===== src/mcu_dec_map.vh =====
`ifndef MCU_DEC_MAP_VH
`define MCU_DEC_MAP_VH

// encoded lengths in bytes
`define LEN1 2'h1
`define LEN2 2'h2
`define LEN3 2'h3

// execution times in machine cycles
`define CYC1  4'h1
`define CYC2  4'h2
`define CYC3  4'h3
`define CYC10 4'hA

// control-flow classes
`define CLS_SEQ       4'h0
`define CLS_REL_COND  4'h1
`define CLS_REL_JMP   4'h2
`define CLS_ABS_JMP   4'h3
`define CLS_LONG_JMP  4'h4
`define CLS_ABS_CALL  4'h5
`define CLS_LONG_CALL 4'h6
`define CLS_RET       4'h7
`define CLS_IRET      4'h8
`define CLS_IND_JMP   4'h9
`define CLS_BIT_CLR   4'hA

// sequencing states
`define ST_FETCH 2'h0
`define ST_EXEC  2'h1

// byte slots within one instruction
`define SLOT_OP  2'h0
`define SLOT_B1  2'h1

// clocks per machine cycle
`define MCYC_CLKS 4'h1
`define CNT_ZERO  4'h0

// address fields
`define PC_RST     16'h0000
`define PC_PAGE    15:11
`define OP_PAGE    7:5
`define SIGN_BIT   7
`define BYTE_ZERO  8'h00

`endif


===== src/mcu_instruction_length_cycle_decoder.v =====
// What this block does
// - add_with_carry_op from a working register: one byte, one cycle.
// - subtract_with_borrow_op direct or immediate: two bytes, one cycle.
// - and, or, xor of a working register into accumulator: one byte, one cycle.
// - and, or, xor of a direct byte into accumulator: two bytes, two cycles.
// - and, or, xor of immediate data into accumulator: two bytes, one cycle.
// - and, or, xor of immediate data into a direct byte: three bytes, two cycles.
// - nibble swap of the accumulator: one byte, one cycle.
// - load accumulator with immediate data: two bytes, three cycles.
// - copy accumulator into a working register: one byte, three cycles.
// - load data_pointer with sixteen-bit constant: three bytes, three cycles.
// - code read at A plus data_pointer: one byte, two cycles; PC form one.
// - external reads via data_pointer or eight-bit indirect: one byte, one cycle.
// - external write eight-bit indirect two cycles, data_pointer form one; one byte.
// - stack push and pop of a direct byte: two bytes, two cycles each.
// - low_digit_exchange_op with indirect memory: one byte, two cycles.
// - and complement of direct bit into carry: two bytes, two cycles.
// - or complement of direct bit into carry: two bytes, one cycle.
// - jump_bit_set_and_clear_op branches and clears bit: three bytes, three cycles.
// - jump_bit_clear_op branches on zero bit: three bytes, three cycles.
// - short_relative_jump_op: two bytes, two cycles.
// - compare immediate with accumulator, branch if unequal: three bytes, three cycles.
// - decrement direct byte, branch if nonzero: three bytes, two cycles.
`timescale 1ns/1ps
`include "mcu_dec_map.vh"

module mcu_instruction_length_cycle_decoder (
  input  wire        CLK_I,
  input  wire        ARST_N_I,
  input  wire        FETCH_VALID_I,
  input  wire [7:0]  FETCH_BYTE_I,
  output wire        FETCH_READY_O,
  input  wire        BRANCH_TAKEN_I,
  input  wire [15:0] TARGET_ADDR_I,
  output wire [15:0] PC_O,
  output reg         PC_LOAD_O,
  output reg         EXEC_VALID_O,
  output reg  [7:0]  EXEC_OPCODE_O,
  output reg  [7:0]  EXEC_OPND1_O,
  output reg  [7:0]  EXEC_OPND2_O,
  output reg  [1:0]  EXEC_LEN_O,
  output reg  [3:0]  EXEC_CYCLES_O,
  output reg  [3:0]  EXEC_CLASS_O,
  output wire        EXEC_BUSY_O,
  output reg         INSTR_DONE_O,
  output reg         STACK_PUSH_O,
  output reg  [15:0] RET_ADDR_O,
  output reg         STACK_POP_O,
  output reg         PRIO_RESTORE_O,
  output reg         BIT_CLEAR_O,
  output reg  [7:0]  BIT_ADDR_O
);

  reg  [1:0]  state_ff;
  reg  [1:0]  slot_ff;
  reg  [15:0] pc_ff;
  reg  [1:0]  dec_len;
  reg  [3:0]  dec_cyc;
  reg  [3:0]  dec_cls;
  reg  [1:0]  need_len;
  reg         redirect;
  reg  [15:0] target;
  wire        byte_take;
  wire        last_byte;
  wire        timer_done;
  wire [15:0] pc_seq;
  wire [7:0]  rel_byte;
  wire [15:0] rel_target;

  // length and timing of every opcode; unlisted codes are one byte, one cycle
  always @* begin
    dec_len = `LEN1;
    dec_cyc = `CYC1;
    dec_cls = `CLS_SEQ;
    casez (FETCH_BYTE_I)
      8'h?1: begin
        dec_len = `LEN2;
        dec_cyc = `CYC3;
        dec_cls = FETCH_BYTE_I[4] ? `CLS_ABS_CALL : `CLS_ABS_JMP;
      end
      8'h02: begin dec_len = `LEN3; dec_cyc = `CYC3; dec_cls = `CLS_LONG_JMP;  end
      8'h12: begin dec_len = `LEN3; dec_cyc = `CYC3; dec_cls = `CLS_LONG_CALL; end
      8'h22: begin dec_len = `LEN1; dec_cyc = `CYC3; dec_cls = `CLS_RET;       end
      8'h32: begin dec_len = `LEN1; dec_cyc = `CYC3; dec_cls = `CLS_IRET;      end
      8'h73: begin dec_len = `LEN1; dec_cyc = `CYC2; dec_cls = `CLS_IND_JMP;   end
      // single-operand increment and decrement of a direct byte
      8'h05, 8'h15: begin dec_len = `LEN2; dec_cyc = `CYC2; end
      8'hA3: begin dec_len = `LEN1; dec_cyc = `CYC3; end
      8'hA4: begin dec_len = `LEN1; dec_cyc = `CYC3; end
      8'h84: begin dec_len = `LEN1; dec_cyc = `CYC10; end
      // add and add_with_carry_op
      8'h24, 8'h25, 8'h34, 8'h35: begin dec_len = `LEN2; dec_cyc = `CYC1; end
      8'b0011_1???: begin dec_len = `LEN1; dec_cyc = `CYC1; end
      8'h94, 8'h95: begin dec_len = `LEN2; dec_cyc = `CYC1; end
      // bitwise_or_op, bitwise_and_op, bitwise_xor_op
      8'b0100_1???, 8'b0101_1???, 8'b0110_1???: begin
        dec_len = `LEN1;
        dec_cyc = `CYC1;
      end
      8'h45, 8'h55, 8'h65: begin dec_len = `LEN2; dec_cyc = `CYC2; end
      8'h44, 8'h54, 8'h64: begin dec_len = `LEN2; dec_cyc = `CYC1; end
      8'h43, 8'h53, 8'h63: begin dec_len = `LEN3; dec_cyc = `CYC2; end
      8'h42, 8'h52, 8'h62: begin dec_len = `LEN2; dec_cyc = `CYC2; end
      8'hC4: begin dec_len = `LEN1; dec_cyc = `CYC1; end
      // transfer_op group
      8'h74: begin dec_len = `LEN2; dec_cyc = `CYC3; end
      8'b1111_1???: begin dec_len = `LEN1; dec_cyc = `CYC3; end
      8'hE5: begin dec_len = `LEN2; dec_cyc = `CYC1; end
      8'b1010_1???, 8'b0111_1???, 8'b1000_1???: begin
        dec_len = `LEN2;
        dec_cyc = `CYC2;
      end
      8'h86, 8'h87, 8'h76, 8'h77: begin dec_len = `LEN2; dec_cyc = `CYC2; end
      8'hA6, 8'hA7: begin dec_len = `LEN2; dec_cyc = `CYC3; end
      8'hF5: begin dec_len = `LEN2; dec_cyc = `CYC2; end
      8'hF6, 8'hF7: begin dec_len = `LEN1; dec_cyc = `CYC2; end
      8'h75: begin dec_len = `LEN3; dec_cyc = `CYC2; end
      8'h85: begin dec_len = `LEN3; dec_cyc = `CYC3; end
      8'h90: begin dec_len = `LEN3; dec_cyc = `CYC3; end
      // code_memory_read_op
      8'h93: begin dec_len = `LEN1; dec_cyc = `CYC2; end
      8'h83: begin dec_len = `LEN1; dec_cyc = `CYC1; end
      // external_data_access_op
      8'hE0, 8'hE2, 8'hE3: begin dec_len = `LEN1; dec_cyc = `CYC1; end
      8'hF2, 8'hF3: begin dec_len = `LEN1; dec_cyc = `CYC2; end
      8'hF0: begin dec_len = `LEN1; dec_cyc = `CYC1; end
      8'hC0, 8'hD0: begin dec_len = `LEN2; dec_cyc = `CYC2; end
      // exchanges
      8'hC5: begin dec_len = `LEN2; dec_cyc = `CYC2; end
      8'hC6, 8'hC7, 8'b1100_1???: begin dec_len = `LEN1; dec_cyc = `CYC2; end
      8'hD6, 8'hD7: begin dec_len = `LEN1; dec_cyc = `CYC2; end
      // carry and bit operations
      8'h82: begin dec_len = `LEN2; dec_cyc = `CYC2; end
      8'hB0: begin dec_len = `LEN2; dec_cyc = `CYC2; end
      8'hA0: begin dec_len = `LEN2; dec_cyc = `CYC1; end
      8'h72, 8'hA2, 8'h92, 8'hB2, 8'hC2, 8'hD2: begin
        dec_len = `LEN2;
        dec_cyc = `CYC1;
      end
      // conditional and relative branches
      8'h10: begin dec_len = `LEN3; dec_cyc = `CYC3; dec_cls = `CLS_BIT_CLR; end
      8'h30: begin dec_len = `LEN3; dec_cyc = `CYC3; dec_cls = `CLS_REL_COND; end
      8'h20: begin dec_len = `LEN3; dec_cyc = `CYC2; dec_cls = `CLS_REL_COND; end
      8'h80: begin dec_len = `LEN2; dec_cyc = `CYC2; dec_cls = `CLS_REL_JMP; end
      8'h40, 8'h50, 8'h60, 8'h70, 8'b1101_1???: begin
        dec_len = `LEN2;
        dec_cyc = `CYC2;
        dec_cls = `CLS_REL_COND;
      end
      8'hB4: begin dec_len = `LEN3; dec_cyc = `CYC3; dec_cls = `CLS_REL_COND; end
      8'hB5, 8'hB6, 8'hB7, 8'b1011_1???: begin
        dec_len = `LEN3;
        dec_cyc = `CYC3;
        dec_cls = `CLS_REL_COND;
      end
      8'hD5: begin dec_len = `LEN3; dec_cyc = `CYC2; dec_cls = `CLS_REL_COND; end
      // add of a register or indirect byte
      8'b0010_1???, 8'h26, 8'h27: begin
        dec_len = `LEN1;
        dec_cyc = `CYC1;
      end
      // carry and borrow forms on indirect bytes, borrow form on registers
      8'h36, 8'h37, 8'b1001_1???, 8'h96, 8'h97: begin
        dec_len = `LEN1;
        dec_cyc = `CYC1;
      end
      // single-byte increment and decrement
      8'h04, 8'h06, 8'h07, 8'b0000_1???, 8'h14, 8'h16, 8'h17, 8'b0001_1???: begin
        dec_len = `LEN1;
        dec_cyc = `CYC1;
      end
      // logic on an indirect byte into the accumulator
      8'h46, 8'h47, 8'h56, 8'h57, 8'h66, 8'h67: begin
        dec_len = `LEN1;
        dec_cyc = `CYC1;
      end
      // accumulator clear, complement, rotates and decimal adjust
      8'hE4, 8'hF4, 8'h03, 8'h13, 8'h23, 8'h33, 8'hD4: begin
        dec_len = `LEN1;
        dec_cyc = `CYC1;
      end
      // transfer_op into the accumulator from a register or indirect byte
      8'b1110_1???, 8'hE6, 8'hE7: begin
        dec_len = `LEN1;
        dec_cyc = `CYC1;
      end
      // carry flag forms, no operation, and the reserved code
      8'hC3, 8'hD3, 8'hB3, 8'h00, 8'hA5: begin
        dec_len = `LEN1;
        dec_cyc = `CYC1;
      end
      default: begin
        dec_len = `LEN1;
        dec_cyc = `CYC1;
        dec_cls = `CLS_SEQ;
      end
    endcase
  end

  // fetch side: bytes are refused while an instruction executes
  assign FETCH_READY_O = (state_ff == `ST_FETCH);
  assign byte_take     = FETCH_VALID_I && FETCH_READY_O;
  assign last_byte     = (slot_ff == `SLOT_OP) ? (dec_len == `LEN1)
                                               : (slot_ff == (need_len - 2'h1));
  assign PC_O          = pc_ff;

  // relative offset is always the final byte of its instruction
  assign pc_seq     = pc_ff + {14'h0000, EXEC_LEN_O};
  assign rel_byte   = (EXEC_LEN_O == `LEN2) ? EXEC_OPND1_O : EXEC_OPND2_O;
  assign rel_target = pc_seq + {{8{rel_byte[`SIGN_BIT]}}, rel_byte};

  // where control goes when the instruction ends
  always @* begin
    redirect = 1'b0;
    target   = pc_seq;
    case (EXEC_CLASS_O)
      `CLS_REL_JMP: begin
        redirect = 1'b1;
        target   = rel_target;
      end
      `CLS_REL_COND, `CLS_BIT_CLR: begin
        redirect = BRANCH_TAKEN_I;
        target   = rel_target;
      end
      `CLS_ABS_JMP, `CLS_ABS_CALL: begin
        redirect = 1'b1;
        target   = {pc_seq[`PC_PAGE], EXEC_OPCODE_O[`OP_PAGE], EXEC_OPND1_O};
      end
      `CLS_LONG_JMP, `CLS_LONG_CALL: begin
        redirect = 1'b1;
        target   = {EXEC_OPND1_O, EXEC_OPND2_O};
      end
      `CLS_RET, `CLS_IRET, `CLS_IND_JMP: begin
        redirect = 1'b1;
        target   = TARGET_ADDR_I;
      end
      default: begin
        redirect = 1'b0;
        target   = pc_seq;
      end
    endcase
  end

  always @(posedge CLK_I or negedge ARST_N_I) begin
    if (!ARST_N_I) begin
      state_ff       <= `ST_FETCH;
      slot_ff        <= `SLOT_OP;
      need_len       <= `LEN1;
      pc_ff          <= `PC_RST;
      PC_LOAD_O      <= 1'b0;
      EXEC_VALID_O   <= 1'b0;
      EXEC_OPCODE_O  <= `BYTE_ZERO;
      EXEC_OPND1_O   <= `BYTE_ZERO;
      EXEC_OPND2_O   <= `BYTE_ZERO;
      EXEC_LEN_O     <= `LEN1;
      EXEC_CYCLES_O  <= `CYC1;
      EXEC_CLASS_O   <= `CLS_SEQ;
      INSTR_DONE_O   <= 1'b0;
      STACK_PUSH_O   <= 1'b0;
      RET_ADDR_O     <= `PC_RST;
      STACK_POP_O    <= 1'b0;
      PRIO_RESTORE_O <= 1'b0;
      BIT_CLEAR_O    <= 1'b0;
      BIT_ADDR_O     <= `BYTE_ZERO;
    end else begin
      PC_LOAD_O      <= 1'b0;
      EXEC_VALID_O   <= 1'b0;
      INSTR_DONE_O   <= 1'b0;
      STACK_PUSH_O   <= 1'b0;
      STACK_POP_O    <= 1'b0;
      PRIO_RESTORE_O <= 1'b0;
      BIT_CLEAR_O    <= 1'b0;
      case (state_ff)
        `ST_FETCH: begin
          if (byte_take) begin
            if (slot_ff == `SLOT_OP) begin
              EXEC_OPCODE_O <= FETCH_BYTE_I;
              EXEC_OPND1_O  <= `BYTE_ZERO;
              EXEC_OPND2_O  <= `BYTE_ZERO;
              EXEC_LEN_O    <= dec_len;
              EXEC_CYCLES_O <= dec_cyc;
              EXEC_CLASS_O  <= dec_cls;
              need_len      <= dec_len;
            end else if (slot_ff == `SLOT_B1) begin
              EXEC_OPND1_O <= FETCH_BYTE_I;
            end else begin
              EXEC_OPND2_O <= FETCH_BYTE_I;
            end
            if (last_byte) begin
              slot_ff      <= `SLOT_OP;
              state_ff     <= `ST_EXEC;
              EXEC_VALID_O <= 1'b1;
              // pop is requested at issue so the address is back by the end
              if ((slot_ff == `SLOT_OP) &&
                  ((dec_cls == `CLS_RET) || (dec_cls == `CLS_IRET))) begin
                STACK_POP_O <= 1'b1;
              end
            end else begin
              slot_ff <= slot_ff + 2'h1;
            end
          end
        end
        `ST_EXEC: begin
          if (timer_done) begin
            state_ff     <= `ST_FETCH;
            INSTR_DONE_O <= 1'b1;
            pc_ff        <= redirect ? target : pc_seq;
            PC_LOAD_O    <= redirect;
            if ((EXEC_CLASS_O == `CLS_ABS_CALL) || (EXEC_CLASS_O == `CLS_LONG_CALL)) begin
              STACK_PUSH_O <= 1'b1;
              RET_ADDR_O   <= pc_seq;
            end
            if (EXEC_CLASS_O == `CLS_IRET) begin
              PRIO_RESTORE_O <= 1'b1;
            end
            // the tested bit is cleared only on a taken branch
            if ((EXEC_CLASS_O == `CLS_BIT_CLR) && BRANCH_TAKEN_I) begin
              BIT_CLEAR_O <= 1'b1;
              BIT_ADDR_O  <= EXEC_OPND1_O;
            end
          end
        end
        default: begin
          state_ff <= `ST_FETCH;
          slot_ff  <= `SLOT_OP;
        end
      endcase
    end
  end

  // execution time is counted in machine cycles from the issue pulse
  mcu_cycle_timer u_timer (
    .clk_i    (CLK_I),
    .arst_n_i (ARST_N_I),
    .start_i  (EXEC_VALID_O),
    .cycles_i (EXEC_CYCLES_O),
    .busy_o   (EXEC_BUSY_O),
    .done_o   (timer_done)
  );

endmodule // mcu_instruction_length_cycle_decoder


===== src/mcu_cycle_timer.v =====
`timescale 1ns/1ps
`include "mcu_dec_map.vh"

module mcu_cycle_timer (
  input  wire       clk_i,
  input  wire       arst_n_i,
  input  wire       start_i,
  input  wire [3:0] cycles_i,
  output wire       busy_o,
  output reg        done_o
);

  reg  [3:0] div_ff;
  reg  [3:0] rem_ff;
  reg        busy_ff;
  wire       tick;

  // machine-cycle enable; restarts with each instruction so counts align
  assign tick   = busy_ff && (div_ff == (`MCYC_CLKS - 4'h1));
  assign busy_o = busy_ff;

  always @(posedge clk_i or negedge arst_n_i) begin
    if (!arst_n_i) begin
      div_ff  <= `CNT_ZERO;
      rem_ff  <= `CNT_ZERO;
      busy_ff <= 1'b0;
      done_o  <= 1'b0;
    end else begin
      done_o <= 1'b0;
      if (start_i) begin
        div_ff  <= 4'h0;
        rem_ff  <= cycles_i;
        busy_ff <= 1'b1;
      end else if (busy_ff) begin
        div_ff <= tick ? 4'h0 : div_ff + 4'h1;
        if (tick) begin
          rem_ff <= rem_ff - 4'h1;
          if (rem_ff == 4'h1) begin
            busy_ff <= 1'b0;
            done_o  <= 1'b1;
          end
        end
      end
    end
  end

endmodule // mcu_cycle_timer


===== config.mk =====
export PLATFORM = sky130hd
export DESIGN_NAME = mcu_instruction_length_cycle_decoder
export DESIGN_NICKNAME = d
export VERILOG_FILES = /design/src/mcu_instruction_length_cycle_decoder.v /design/src/mcu_cycle_timer.v
export VERILOG_INCLUDE_DIRS = /design/src
export SDC_FILE = /design/constraint.sdc
export NUM_CORES = 1
export LEC_CHECK = 0
export ABC_AREA = 1
export BUFFER_PORTS_ARGS = -buffer_cell sky130_fd_sc_hd__buf_2
export CORE_ASPECT_RATIO = 1.4
export CORE_MARGIN = 2
export CORE_UTILIZATION = 38
export CTS_CLUSTER_DIAMETER = 50
export CTS_CLUSTER_SIZE = 20
export DETAILED_ROUTE_END_ITERATION = 16
export PLACE_DENSITY_LB_ADDON = 0.3
export SLEW_MARGIN = 25
export SYNTH_ARGS = -nofsm -noshare
export SYNTH_HDL_FRONTEND = slang
export SYNTH_SLANG_ARGS = --single-unit
export TNS_END_PERCENT = 100

===== constraint.sdc =====
create_clock -name CLK_I -period 9.6 [get_ports CLK_I]
set_input_delay 0 -clock CLK_I [delete_from_list [all_inputs] [get_ports CLK_I]]
set_output_delay 0 -clock CLK_I [all_outputs]
set_load 0.01 [all_outputs]

# Yosys cells after proc, flatten, opt, wreduce, memory -nomap -nowiden
# Index checks and enable logic that the tools add are counted.
[totals] mem_count=0 latch_bits=0 ramBits=0 rom_bits=0 output_inout_bits=83 reg_bits=95 wordCells=268
[classes] magnitude_cmp=0 addsub=6 div=0 n_mul=0 reduce_logical=35 eq_ne=150 shifts=0 n_bitwise=1 muxes=54
[op_table] operator="equality test 8 bit (second input constant)" count=56
[op_table] operator="equality test 8 x 7 -> 1 bit (second input constant)" count=28
[op_table] operator="OR reduction 64 bit" count=2
[op_table] operator="equality test 8 x 6 -> 1 bit (second input constant)" count=14
[op_table] operator="case mux 16 bit (4 select lines)" count=1
[op_table] operator="equality test 8 x 5 -> 1 bit (second input constant)" count=7
[op_table] operator="OR reduction 48 bit" count=1
[op_table] operator="OR reduction 44 bit" count=1
[op_table] operator="equality test 5 bit (second input constant)" count=8
[op_table] operator="two-way mux 8 bit" count=5
[op_table] operator="case mux 4 bit (9 select lines)" count=1
[op_table] operator="equality test 8 x 3 -> 1 bit (second input constant)" count=4
[op_table] operator="two-way mux 1 bit" count=29
[op_table] operator="two-way mux 4 bit" count=6
[op_table] operator="equality test 4 x 3 -> 1 bit (second input constant)" count=5
[op_table] operator="equality test 5 x 4 -> 1 bit (second input constant)" count=4
[op_table] operator="OR reduction 20 bit" count=1
[op_table] operator="AND reduction 3 bit" count=6
[op_table] operator="OR reduction 17 bit" count=1
[op_table] operator="adder 16 bit" count=1
[op_table] operator="adder 16 x 2 -> 16 bit" count=1
[op_table] operator="equality test 4 bit (second input constant)" count=4
[op_table] operator="equality test 8 x 2 -> 1 bit (second input constant)" count=2
[op_table] operator="two-way mux 16 bit" count=1
[op_table] operator="other kinds (32)" count=57

# Longest topological paths before layout
[depth] depth_word=10 mapped_depth=25 depth_no_buf=25

# Hierarchy
# From an unflattened synthesis, not the netlist that was laid out.
[hier_totals] cells_unflattened=972 area_unflattened_um2=6678.9
[by_module_without_submodules] mod="mcu_instruction_length_cycle_decoder" instances=1 seq_area_each_um2=2079.5 cells_each=900 area_each_um2=6079.6
[by_module_without_submodules] mod="mcu_cycle_timer" instances=1 seq_area_each_um2=250.2 cells_each=72 area_each_um2=599.3

# Worst setup path before layout
# Ideal clock, no wire load.
[synth_timing] path_kind="reg-to-reg" startpoint="register, netlist name need_len[0]" endpoint="register pc_ff[15], in the netlist PC_O[15]" setup_time_ns=0.117 path_buffers=0 period_less_slack_ns=3.203 arrival_time_ns=3.086 path_slack_ns=6.397 path_stages_with_launch=25 required_ns=9.483 cell_sequence="dfstp_2 -> ha_1 -> inv_1 -> fa_1 -> inv_1 -> nand2_1 -> nor2_2 -> nand2_1 -> inv_1 -> nand4_1 -> nor2_1 -> nand2_1 -> nor2_1 -> xnor2_1 -> inv_1 -> ha_1 -> inv_1 -> nor3_1 -> nand3_1 -> nand3_1 -> nand2_1 -> nand3_1 -> nand2_1 -> nand2_1 -> nand2_1"
[synth_lines] element="to (signal assigned)" line_no="mcu_instruction_length_cycle_decoder.v:249" text="pc_ff <= `PC_RST;"
[synth_lines] element="to (signal assigned)" line_no="mcu_instruction_length_cycle_decoder.v:307" text="pc_ff <= redirect ? target : pc_seq;"
[synth_lines] element="to (decl)" line_no="mcu_instruction_length_cycle_decoder.v:56" text="reg [15:0] pc_ff;"

==> results.sh <==
export IMPL_start_util_pct=38.86
export IMPL_post_drt_wl_per_cell_um=17.00
export IMPL_cts_resized=0
export IMPL_synth_ff_type="dfrtp_1"
export IMPL_place_inst=1216
export IMPL_synth_seq_area_share_pct=35.80
export IMPL_grt_pass1_vias=6392
export IMPL_clk_pin_slew_ns=0.07
export IMPL_dpl_hpwl_um=16340
export IMPL_worstSkewPairLatency_ns=0.35
export IMPL_ir_drop_uv=64.66
export IMPL_cp_max_fo=4
export IMPL_p_per_area_nw_per_um2=107.7
export IMPL_final_max_slew_viol_count=0
export IMPL_die_h_um=158.8
export IMPL_hold_buffers=4
export IMPL_ys_types=58
export IMPL_ys_ff_latch=93
export IMPL_die_area_sq_um=18200
export IMPL_final_nets=1083
export IMPL_cts_buffer_depth=2
export IMPL_crit_arrival_ns=3.88
export IMPL_fin_ws_ns=5.969
export IMPL_utilization_pct=45.18
export IMPL_die_width_um=114.6
export IMPL_fillers=1734
export IMPL_hold_ws_ns=0.04542
export IMPL_grt_max_degree=61
export IMPL_tightest_slew_ns=1.057
export IMPL_vias=6612
export IMPL_cts_tree="done"
export IMPL_crit_type="reg2reg"
export IMPL_drc=0
export IMPL_critPathCaptureType="register"
export IMPL_dpl_cell_area_sq_um=7234
export IMPL_antenna_left=0
export IMPL_core_area_sq_um=16750
export IMPL_via_per_inst=5.350
export IMPL_period_needed_ns=3.631
export IMPL_rows=56
export IMPL_synth_area_leaders="dfrtp_1 35%, nand2_1 13%, o21ai_0 6.9%, inv_1 6.9%, nor2_1 5.0%"
export IMPL_fin_crit_sh_pct=37.82
export IMPL_slew_headroom_pct=29.07
export IMPL_async_reset_ff_share_pct=100.0
export IMPL_yosys_warnings=0
export IMPL_diodes=0
export IMPL_area_growth_synth_to_final_pct=16.27
export IMPL_setup_violations_final=0
export IMPL_cts_root_buf="clkbuf_16"
export IMPL_pre_cts_ws_ns=6.005
export IMPL_io_buffers=109
export IMPL_drt_iter0_drc=542
export IMPL_design_area_sq_um=7566
export IMPL_cts_made_buffers=9
export IMPL_maxCapViolations=0
export IMPL_synth_edf_count=0
export IMPL_antenna_found_initial=0
export IMPL_fmax_mhz=275.4
export IMPL_syn_nets=978
export IMPL_cts_sinks=93
export IMPL_drive_gt1_share_pct=18.68
export IMPL_tns_ns=0
export IMPL_grt_pass1_wl_um=33090
export IMPL_power_total_uw=815.2
export IMPL_grt_usage_pct=23.31
export IMPL_htreeDepth=3
export IMPL_synth_cells=923
export IMPL_synth_top_area_share_pct=34.99
export IMPL_rsz0062_at_grt="no"
export IMPL_synth_commonest_cells="224 x nand2_1, 119 x inv_1, 91 x dfrtp_1"
export IMPL_hold_violations=0
export IMPL_fin_skew_ns=0.004732
export IMPL_p_leak_nw=4.088
export IMPL_cp_start_kind="register"
export IMPL_synth_cell_area_sq_um=6507
export IMPL_outcome="complete, no violations"
export IMPL_post_cts_setup_buffers=0
export IMPL_yosysMostFrequentCell="nand2_1"
export IMPL_synth_area_leader_cell="dfrtp_1"
export IMPL_grt_overflow=0
export IMPL_gp_congestion=0.9658
export IMPL_min_path_type="in2reg"
export IMPL_syn_avg_cell_area_sq_um=7.050
export IMPL_ios=111
export IMPL_required_ns=9.85
export IMPL_drtPass1Iterations=5
export IMPL_routed_wl_um=21020
export IMPL_layout_cells_non_filler=1236
## worst max-delay path: stages (launching register included)
cell     delay, ns
dfstp_2       0.54
ha_1          0.16
inv_1         0.05
fa_1          0.38
inv_1         0.07
nand2_1       0.09
nor2_2        0.20
nand2_1       0.13
inv_1         0.08
nand4_1       0.14
nor2_1        0.13
nand2_1       0.08
nor2_1        0.12
xnor2_1       0.19
inv_1         0.09
ha_1          0.30
inv_1         0.07
nor3_1        0.24
nand3_1       0.14
nand3_1       0.09
nand2_1       0.05
nand3_1       0.06
nand2_1       0.05
nand2_1       0.05
nand2_1       0.05
## cells by family (layout without fill, tap and decap cells)
kind of cell | Yosys count | after routing | synth area share [%]
AOI/OAI and AO/OA | 204 | 204 | 18.69
and+or+nand+nor | 425 | 425 | 28.96
xor gates and xnor gates | 10 | 10 | 1.346
other | 1 | 1 | 0.05763
adders and majority gates | 27 | 27 | 5.422
DFF | 93 | 93 | 35.80
buffers and inverters | 163 | 273 | 9.729
## cell type report
cell class	count	area (sq um)	area share, %
multi-input cells	667	3550	46.92
well taps	203	254.0	3.357
clock inverters	6	62.56	0.8269
flip-flops and latches	93	2330	30.79
clock buffers	10	229.0	3.026
inverters	141	530.5	7.012
repair buffers	116	610.6	8.070
## layout by cell type (no fill, tap or decap), drive strengths merged, types with 3 or more instances in the layout
master and count:
nand2 237, inv 139, buf 112, o21ai 100, nor2 98, dfrtp 91
nand3 55, a21oi 44, ha 25, o22ai 20, nor3 18, nand4 12
clkbuf 10, o211ai 9, xor2 8, a211oi 7, clkinv 7, dlygate4sd3 4
o221ai 4, o21a 3, a221oi 3, a22oi 3
## per-layer routing
layer | GRT usage (%) | up-vias | share of wire (%)
li1 | - | 3256 | -
met1 | 27.14 | 3073 | 39
met2 | 40.69 | 226 | 51
met3 | 2.214 | 57 | 4.6
met4 | 13.80 | 0 | 5.4
met5 | 0 | - | 0
## sequential cells by signal (all words and copies together), names as in the netlist, 3 cells and up
| register | count |
|---|---|
| BIT_ADDR_O | 8 |
| EXEC_CLASS_O | 4 |
| EXEC_CYCLES_O | 3 |
| EXEC_OPCODE_O | 8 |
| EXEC_OPND1_O | 8 |
| EXEC_OPND2_O | 8 |
| PC_O | 16 |
| RET_ADDR_O | 16 |
| u_timer.div_ff | 4 |
| u_timer.rem_ff | 4 |
## final timing paths
check	startpoint	end	slack, ns	cells after the start
max in group asynchronous	ARST_N_I	PRIO_RESTORE_O$_DFF_PN0_	8.35	3
hold / removal	FETCH_BYTE_I[5]	EXEC_OPCODE_O[5]$_DFFE_PN0P_	0.05	3
setup reg to reg	need_len[0]$_DFFE_PN1P_	PC_O[15]$_DFFE_PN0P_	5.97	24
hold reg to reg	RET_ADDR_O[0]$_DFFE_PN0P_	RET_ADDR_O[0]$_DFFE_PN0P_	0.48	2
min in group asynchronous	ARST_N_I	RET_ADDR_O[6]$_DFFE_PN0P_	0.13	2
setup / recovery	need_len[0]$_DFFE_PN1P_	PC_O[15]$_DFFE_PN0P_	5.97	24
## report_power, final
part	switching (mW)	total, mW	internal, mW
sequential	0	0.392	0.392
clock	0.162	0.364	0.202
combinational	0.0417	0.0595	0.0177
total	0.204	0.815	0.612
Note: power is estimated with default switching activity, not from simulation.
